$ cat src/inc/host_pin_mux_pkg.sv
// Purpose : Constants and carriers for the host-port data pin mux
// Assumes : One core clock, active-low asynchronous reset
// Notes   : Shared by the pin mux top and its testbench
//
// Notes on behaviour
// - Data pins go to GPIO or host bus
// - Function latched at reset release, then kept
// - Floating data pins hold last driven level
// - Holders on at reset, software may toggle
// - GPIO function: bits start as inputs
// - Host function: data bus starts as input
// - Host function means multiplexed 8-bit mode
// - Host cycle is two consecutive byte transfers
// - Control pin zero goes to GPIO or strobe
// - Address strobe honoured only in multiplexed mode
package host_pin_mux_pkg;

  // ==========================================================
  // Widths and reset values
  localparam int           DATA_W         = 8;
  localparam logic         HOLD_EN_RST    = 1'b1;
  localparam logic         BOOT_SEL_RST   = 1'b0;
  localparam logic [7:0]   DATA_OE_RST    = 8'h00;
  localparam logic [7:0]   HOLD_VAL_RST   = 8'h00;
  localparam int           GPIO_LSB       = 36;
  localparam int           GPIO_STROBE    = 44;

  // ==========================================================
  // Pin function choice
  typedef enum logic {
    FUNC_GPIO,
    FUNC_HOST
  } pin_func_e;

  // Drive request from one function: value and enable
  typedef struct packed {
    logic [7:0] data_out;
    logic [7:0] data_oe;
    logic       ctl_out;
    logic       ctl_oe;
  } pin_drive_s;

endpackage

$ cat src/bus_holder.sv
// Purpose : Keeper for the host data pins
// Assumes : Drive value and enable come from the caller's selected function
// Notes   : Models the weak keeper as a drive of the last level
`timescale 1ns/1ps
module bus_holder #(
  parameter int WIDTH = 8
) (
  input  wire logic             i_core_clk,
  input  wire logic             i_rst_b,
  input  wire logic             i_hold_en,
  input  wire logic [WIDTH-1:0] i_drv_val,
  input  wire logic [WIDTH-1:0] i_drv_oe,
  output logic      [WIDTH-1:0] o_keep_val,
  output logic      [WIDTH-1:0] o_keep_oe
);

  logic [WIDTH-1:0] last_q;
  logic [WIDTH-1:0] last_d;

  // ==========================================================
  // Remember the level most recently driven on each pin
  generate
    for (genvar b = 0; b < WIDTH; b++) begin : g_bit
      assign last_d[b]     = i_drv_oe[b] ? i_drv_val[b] : last_q[b];
      // Keeper acts only while nobody drives the pin
      assign o_keep_oe[b]  = i_hold_en & ~i_drv_oe[b];
    end
  endgenerate

  always_ff @(posedge i_core_clk or negedge i_rst_b) begin
    if (!i_rst_b) begin
      last_q <= '0;
    end else begin
      last_q <= last_d;
    end
  end

  assign o_keep_val = last_q;

endmodule

$ cat src/host_port_data_pin_mux.sv
// Purpose : Pin mux for host data pins and host control pin zero
// Assumes : Pins come from outside and are synchronised here
// Notes   : The function choice is frozen at reset release
`timescale 1ns/1ps
module host_port_data_pin_mux (
  input  wire logic       i_core_clk,
  input  wire logic       i_rst_b,
  // Boot select strap pin
  input  wire logic       i_boot_select_pin,
  // Holder enable from the external bus control setting
  input  wire logic       i_hold_enable,
  // Data pins, split into three signals
  input  wire logic [7:0] i_host_data_pins,
  output logic      [7:0] o_host_data_pins,
  output logic      [7:0] o_host_data_pins_oe,
  // Control pin zero
  input  wire logic       i_host_control_pin_zero,
  output logic            o_host_control_pin_zero,
  output logic            o_host_control_pin_zero_oe,
  // GPIO side
  input  wire host_pin_mux_pkg::pin_drive_s i_gpio_drive,
  output logic      [7:0] o_parallel_io_bits_high_byte,
  output logic            o_parallel_io_bit_strobe_alt,
  // Host port side
  input  wire host_pin_mux_pkg::pin_drive_s i_host_drive,
  output logic      [7:0] o_host_bus_data,
  output logic            o_host_address_strobe,
  // Status
  output logic            o_host_mode,
  output logic            o_mux_mode,
  output logic            o_hold_active
);

  // ==========================================================
  // Pin synchronisers: first stage feeds only the second
  logic [9:0] sync1_q;
  logic [9:0] sync2_q;
  logic       boot_sync_w;
  logic [7:0] data_sync_w;
  logic       ctl_sync_w;

  always_ff @(posedge i_core_clk or negedge i_rst_b) begin
    if (!i_rst_b) begin
      sync1_q <= '0;
      sync2_q <= '0;
    end else begin
      sync1_q <= {i_boot_select_pin, i_host_control_pin_zero,
                  i_host_data_pins};
      sync2_q <= sync1_q;
    end
  end

  assign data_sync_w = sync2_q[7:0];
  assign ctl_sync_w  = sync2_q[8];
  assign boot_sync_w = sync2_q[9];

  // ==========================================================
  // Strap capture. The function register follows a reset-free
  // strap pair while unlocked and freezes once the released reset
  // has passed its own two flops, so a strap that wanders during
  // reset only counts with the value it holds at release.
  logic strap1_q;
  logic strap2_q;
  logic func_q;
  logic locked_q;
  logic rst_s1_q;
  logic rst_s2_q;

  // Strap pair has no reset so it samples during reset
  always_ff @(posedge i_core_clk) begin
    strap1_q <= i_boot_select_pin;
    strap2_q <= strap1_q;
  end

  // Reset release seen as a level in the clock domain
  always_ff @(posedge i_core_clk or negedge i_rst_b) begin
    if (!i_rst_b) begin
      rst_s1_q <= 1'b0;
      rst_s2_q <= 1'b0;
    end else begin
      rst_s1_q <= 1'b1;
      rst_s2_q <= rst_s1_q;
    end
  end

  // Follow strap from reset release until locked, then freeze
  always_ff @(posedge i_core_clk or negedge i_rst_b) begin
    if (!i_rst_b) begin
      func_q   <= host_pin_mux_pkg::BOOT_SEL_RST;
      locked_q <= 1'b0;
    end else if (!locked_q) begin
      func_q   <= strap2_q;
      locked_q <= rst_s2_q;
    end
  end

  wire host_sel_w = locked_q & (func_q == host_pin_mux_pkg::FUNC_HOST);
  wire gpio_sel_w = ~host_sel_w;

  // ==========================================================
  // Drive selection: unselected function is ignored; before the
  // lock both requests are masked and only the keeper, on from reset, drives the pins.
  wire host_pin_mux_pkg::pin_drive_s sel_drv_w =
    !locked_q  ? '0 :
    host_sel_w ? i_host_drive : i_gpio_drive;

  // ==========================================================
  // Bus holder enable: on at reset, then set by software
  logic hold_en_q;
  always_ff @(posedge i_core_clk or negedge i_rst_b) begin
    if (!i_rst_b) begin
      hold_en_q <= host_pin_mux_pkg::HOLD_EN_RST;
    end else if (locked_q) begin
      hold_en_q <= i_hold_enable;
    end
  end

  logic [7:0] keep_val_w;
  logic [7:0] keep_oe_w;

  bus_holder #(
    .WIDTH (host_pin_mux_pkg::DATA_W)
  ) u_holder (
    .i_core_clk (i_core_clk),
    .i_rst_b    (i_rst_b),
    .i_hold_en  (hold_en_q),
    .i_drv_val  (sel_drv_w.data_out),
    .i_drv_oe   (sel_drv_w.data_oe),
    .o_keep_val (keep_val_w),
    .o_keep_oe  (keep_oe_w)
  );

  // ==========================================================
  // Pin outputs: functional drive first, keeper otherwise
  assign o_host_data_pins    = (sel_drv_w.data_out & sel_drv_w.data_oe)
                             | (keep_val_w & keep_oe_w);
  assign o_host_data_pins_oe = sel_drv_w.data_oe | keep_oe_w;
  assign o_host_control_pin_zero    = sel_drv_w.ctl_out;
  // Strobe function is input only, so only GPIO may drive
  assign o_host_control_pin_zero_oe = sel_drv_w.ctl_oe
                                    & gpio_sel_w;

  // ==========================================================
  // Input routing: inactive side reads zero
  assign o_parallel_io_bits_high_byte = gpio_sel_w ? data_sync_w
                                                   : 8'h00;
  assign o_host_bus_data = host_sel_w ? data_sync_w : 8'h00;
  assign o_parallel_io_bit_strobe_alt = gpio_sel_w & ctl_sync_w;
  // Strobe only reaches the host port in multiplexed mode
  assign o_host_address_strobe = host_sel_w & ctl_sync_w;
  // Multiplexed 8-bit mode: byte pairing via identify, outside
  assign o_host_mode   = host_sel_w;
  assign o_mux_mode    = host_sel_w;
  assign o_hold_active = hold_en_q;

  // ==========================================================
  // Checks
  func_stable_a: assert property (@(posedge i_core_clk)
    disable iff (!i_rst_b) locked_q |=> $stable(func_q))
    else $error("function changed after lock");
  lock_time_a: assert property (@(posedge i_core_clk)
    disable iff (!i_rst_b) $rose(rst_s2_q) |=> locked_q)
    else $error("lock not taken after release");
  lock_keep_a: assert property (@(posedge i_core_clk)
    disable iff (!i_rst_b) locked_q |=> locked_q)
    else $error("lock dropped before reset");
  strap_take_a: assert property (@(posedge i_core_clk)
    disable iff (!i_rst_b) $rose(locked_q) |-> func_q == $past(strap2_q))
    else $error("strap value not captured");
  gpio_route_a: assert property (@(posedge i_core_clk)
    disable iff (!i_rst_b) gpio_sel_w |->
      o_parallel_io_bits_high_byte == data_sync_w && o_host_bus_data == 0)
    else $error("gpio routing wrong");
  host_route_a: assert property (@(posedge i_core_clk)
    disable iff (!i_rst_b) host_sel_w |->
      o_host_bus_data == data_sync_w && o_parallel_io_bits_high_byte == 0)
    else $error("host routing wrong");
  ctl_route_a: assert property (@(posedge i_core_clk)
    disable iff (!i_rst_b) gpio_sel_w |->
      o_parallel_io_bit_strobe_alt == ctl_sync_w)
    else $error("control pin routing wrong");
  strobe_gate_a: assert property (@(posedge i_core_clk)
    disable iff (!i_rst_b) !host_sel_w |-> !o_host_address_strobe)
    else $error("strobe outside host mode");
  strobe_in_a: assert property (@(posedge i_core_clk)
    disable iff (!i_rst_b) host_sel_w |-> !o_host_control_pin_zero_oe)
    else $error("strobe pin driven");
  unsel_ignore_a: assert property (@(posedge i_core_clk)
    disable iff (!i_rst_b) (host_sel_w && i_host_drive.data_oe == 0
      && !hold_en_q) |-> o_host_data_pins_oe == 0)
    else $error("unselected drive leaked");
  host_oe_a: assert property (@(posedge i_core_clk)
    disable iff (!i_rst_b) (host_sel_w && !hold_en_q) |->
      o_host_data_pins_oe == i_host_drive.data_oe)
    else $error("host drive enable not passed");
  hold_keep_a: assert property (@(posedge i_core_clk)
    disable iff (!i_rst_b) (hold_en_q && sel_drv_w.data_oe == 0) |->
      o_host_data_pins_oe == 8'hFF && o_host_data_pins == keep_val_w)
    else $error("keeper not holding");
  keep_load_a: assert property (@(posedge i_core_clk)
    disable iff (!i_rst_b) 1'b1 |=> ((keep_val_w ^ $past(sel_drv_w.data_out))
      & $past(sel_drv_w.data_oe)) == 8'h00)
    else $error("keeper missed driven level");
  input_start_a: assert property (@(posedge i_core_clk)
    disable iff (!i_rst_b) !locked_q |-> sel_drv_w.data_oe == 0)
    else $error("pins driven before lock");
  hold_rst_a: assert property (@(posedge i_core_clk)
    disable iff (!i_rst_b) !locked_q |-> hold_en_q)
    else $error("holder off at reset");
  hold_follow_a: assert property (@(posedge i_core_clk)
    disable iff (!i_rst_b) locked_q |=> hold_en_q == $past(i_hold_enable))
    else $error("holder enable not followed");

  // Scenario covers: both locks, strobe use, keeper on and off
  host_lock_c: cover property (@(posedge i_core_clk)
    disable iff (!i_rst_b) $rose(locked_q) && func_q);
  gpio_lock_c: cover property (@(posedge i_core_clk)
    disable iff (!i_rst_b) $rose(locked_q) && !func_q);
  strobe_c: cover property (@(posedge i_core_clk)
    disable iff (!i_rst_b) o_host_address_strobe);
  hold_off_c: cover property (@(posedge i_core_clk)
    disable iff (!i_rst_b) locked_q && !hold_en_q);
  keep_hold_c: cover property (@(posedge i_core_clk)
    disable iff (!i_rst_b) locked_q && hold_en_q && sel_drv_w.data_oe == 0);

endmodule

$ cat config.mk
export PLATFORM = sky130hd
export DESIGN_NAME = host_port_data_pin_mux
export DESIGN_NICKNAME = d
export VERILOG_FILES = /design/src/inc/host_pin_mux_pkg.sv /design/src/bus_holder.sv /design/src/host_port_data_pin_mux.sv
export SDC_FILE = /design/constraint.sdc
export NUM_CORES = 1
export LEC_CHECK = 0
export BUFFER_PORTS_ARGS = -buffer_cell sky130_fd_sc_hd__buf_2
export CORE_MARGIN = 3
export CORE_UTILIZATION = 47
export CTS_CLUSTER_DIAMETER = 30
export DETAILED_ROUTE_END_ITERATION = 12
export GPL_ROUTABILITY_DRIVEN = 0
export PLACE_DENSITY = 0.84
export SLEW_MARGIN = 20
export SYNTH_ARGS = -nofsm -noshare
export SYNTH_HDL_FRONTEND = slang
export SYNTH_SLANG_ARGS = --single-unit
$ cat constraint.sdc
create_clock -name i_core_clk -period 2.1 [get_ports i_core_clk]
set_input_delay 0.21 -clock i_core_clk [delete_from_list [all_inputs] [get_ports i_core_clk]]
set_output_delay 0.21 -clock i_core_clk [all_outputs]
set_load 0.03 [all_outputs]
==> flow_summary.json <==
{
  "p_int_uw": 1180,
  "cap_violations": 0,
  "grt_pass1_wl_mm": 6.11,
  "drt_iter0_markers": 84,
  "cts_buffers": 5,
  "yosysSeqAreaShare_pct": 52.7,
  "cts-root-buf": "clkbuf_4",
  "crit_required_ps": 1890,
  "cts_tree": "built",
  "fmax_mhz": 500,
  "grt_max_degree": 32,
  "synth_nets": 184,
  "overflow": 0,
  "worst_pin_slew_ps": 652,
  "antenna_found_initial": 0,
  "final_nets": 284,
  "fin_crit_sh_pct": 95.3,
  "setup_tns_ps": 0,
  "ioPinCount": 88,
  "initial_core_util_pct": 50.0,
  "vias_per_cell": 4.73,
  "final_util_pct": 71.4,
  "dieArea_um2": 4020,
  "first_pass_iters": 4,
  "ctsHtreeMaxLevel": 2,
  "die_h_um": 63.4,
  "drcViolationCount": 0,
  "synth.cell_area_um2": 1550,
  "grt_use_total_pct": 19.7,
  "clk_latency_ps": 330,
  "fin_area_um2": 2210,
  "netlist.area_leader.share_pct": 48.4,
  "leakage_uw": 0.00120,
  "yosysWarnings": 0,
  "max_slew_margin_pct": 56.6,
  "layout-drive-gt1-share_pct": 50.8,
  "regArea_um2": 820,
  "synth_top_cell_by_area": "dfrtp_1",
  "port_buffers": 86,
  "dpl.hpwl_mm": 2.55,
  "p_comb_share_pct": 32.8,
  "critPathMaxFanout": 5,
  "die_w_um": 63.4,
  "max-vdd-ir-drop_uv": 658,
  "yosys.cell_types.count": 25,
  "ant_nets": 0,
  "preCtsSetupSlack_ps": 404,
  "synth-seq-cells": 33,
  "syn_inst": 135,
  "dpl_cell_area_um2": 2010,
  "nFillCells": 240,
  "drv_slew": 0,
  "cts.reportedPaths.clkPinSlew_ps": 100,
  "dr_total_vias": 1323,
  "syn2layout_area_growth_pct": 42.9,
  "status": "complete, no violations",
  "yosys-top-cells-area": "dfrtp_1 48%, mux2i_1 11%, mux2_4 6.8%",
  "use_met1_pct": 21.5,
  "cp-start-kind": "flip-flop",
  "seq_power_share_pct": 40.7,
  "cts.sinks": 33,
  "grt_util_met3_pct": 6.60,
  "multi_input_area_um2": 668,
  "end_kind": "output port",
  "finalSetupViolCount": 0,
  "fin_ws_ps": 98.5,
  "cp.arrival_ps": 1790,
  "num_antenna_cells": 0,
  "finalCriticalPeriod_ps": 2000,
  "hold_slack_ps": 117,
  "num_rows": 20,
  "synth.avg_cell_area_um2": 11.5,
  "core_um2": 3100,
  "clkPwrFrac_pct": 26.5,
  "p_per_area_nw_per_um2": 802,
  "grt_most_used_layer": "met2",
  "grt_pass1_vias": 1290,
  "p_sw_share_pct": 33.8,
  "wl_mm": 3.71,
  "hold_viol": 0,
  "clk_path_buf_depth": 2,
  "worstSetupPathType": "reg -> out",
  "hold_path.class": "in -> reg",
  "grt_util_met2_pct": 35.7,
  "fin_skew_ps": 5.57,
  "wl_per_cell_um": 13.2,
  "p_switching_uw": 601
}
cell type report:
class / instances / share of cell area (%)
inverters: 2 / 0.339
flip-flops and latches: 33 / 37.0
repair buffers: 102 / 26.2
clock inverters: 3 / 2.09
well taps: 44 / 2.49
clock buffers: 5 / 1.69
multi-input cells: 91 / 30.2
sequential cells by signal (all words and copies together) (netlist names):
signal	count
strap1_q	1
sync2_q	9
rst_s1_q	1
sync1_q	9
strap2_q	1
func_q	1
o_hold_active	1
rst_s2_q	1
locked_q	1
u_holder.o_keep_val	8
metal layers:
layer / vias to the layer above / part of all wire [%]
li1: 659 / -
met1: 619 / 38
met2: 41 / 55
met3: 4 / 5.6
met4: 0 / 0.89
met5: - / 0
power groups by stage:
stage,Sequential (uW),Combinational (uW),Clock [uW]
2_1_floorplan,726,398,0
3_3_place_gp,733,553,0
3_5_place_dp,736,561,0
4_1_cts,724,580,478
5_1_grt,732,630,520
6_report,723,583,471
cell usage after synthesis (all sizes together):
cell type	instances
o21ai	1
inv	2
a31oi	8
nand2b	8
clkbuf	4
buf	5
and3	9
dfrtp	30
nor2b	1
dfxtp	2
mux2	9
nor2	1
a21oi	8
dfstp	1
or2	1
nand2	18
mux2i	17
conb	1
and2	9
metrics by stage:
step	cells	power (uW)
floorplan	135	1120
global route	280	1880
finish	280	1780
detailed placement	260	1300
global placement	260	1290
CTS	279	1780
logic make-up (layout without fill, tap and decap cells):
group | after synthesis | count (layout) | share of synthesized area (%)
DFF | 33 | 33 | 52.7
and+or+nand+nor | 47 | 47 | 17.5
other | 1 | 1 | 0.242
muxes | 26 | 26 | 19.2
AOI/OAI and AO/OA | 17 | 17 | 6.13
buffers and inverters | 11 | 112 | 4.20
final timing paths:
| kind | start | end | slack (ps) | depth (start not counted) |
|---|---|---|---|---|
| setup / recovery | func_q | o_host_data_pins[1] | 100 | 5 |
| hold / removal | i_hold_enable | o_hold_active | 120 | 2 |
| setup reg to reg | func_q | u_holder.o_keep_val[7] | 730 | 4 |
| hold reg to reg | strap1_q | strap2_q | 340 | 0 |
| max in group asynchronous | i_rst_b | func_q | 1170 | 2 |
| min in group asynchronous | i_rst_b | sync2_q[6] | 460 | 2 |
worst max-delay path, cell delays in order (launching register included):
cell	delay (ps)
dfrtp_2	460
buf_4	190
mux2_4	320
nand2_2	80
mux2i_1	200
clkbuf_4	220
cells in the final DEF (no fill, tap or decap), types with 2 or more instances in the layout:
cell type / instances
nand2_2: 7
nand2_1: 10
buf_2: 85
mux2_4: 7
a21oi_1: 8
mux2i_1: 17
and2_1: 9
buf_4: 5
inv_1: 2
nand2b_1: 8
and3_1: 9
dfrtp_1: 28
dlygate4sd3_1: 11
clkbuf_4: 6
a31oi_1: 8
dfxtp_1: 2
dfrtp_2: 2
mux2_2: 2
repair_timing:
item,CTS,global route
resized for setup,1,2
setup endpoints to repair,1,7
hold endpoints to repair,40,0
setup buffers,0,1
gates cloned,0,0
hold buffers,11,0
Power figures use the tool's default switching activity.
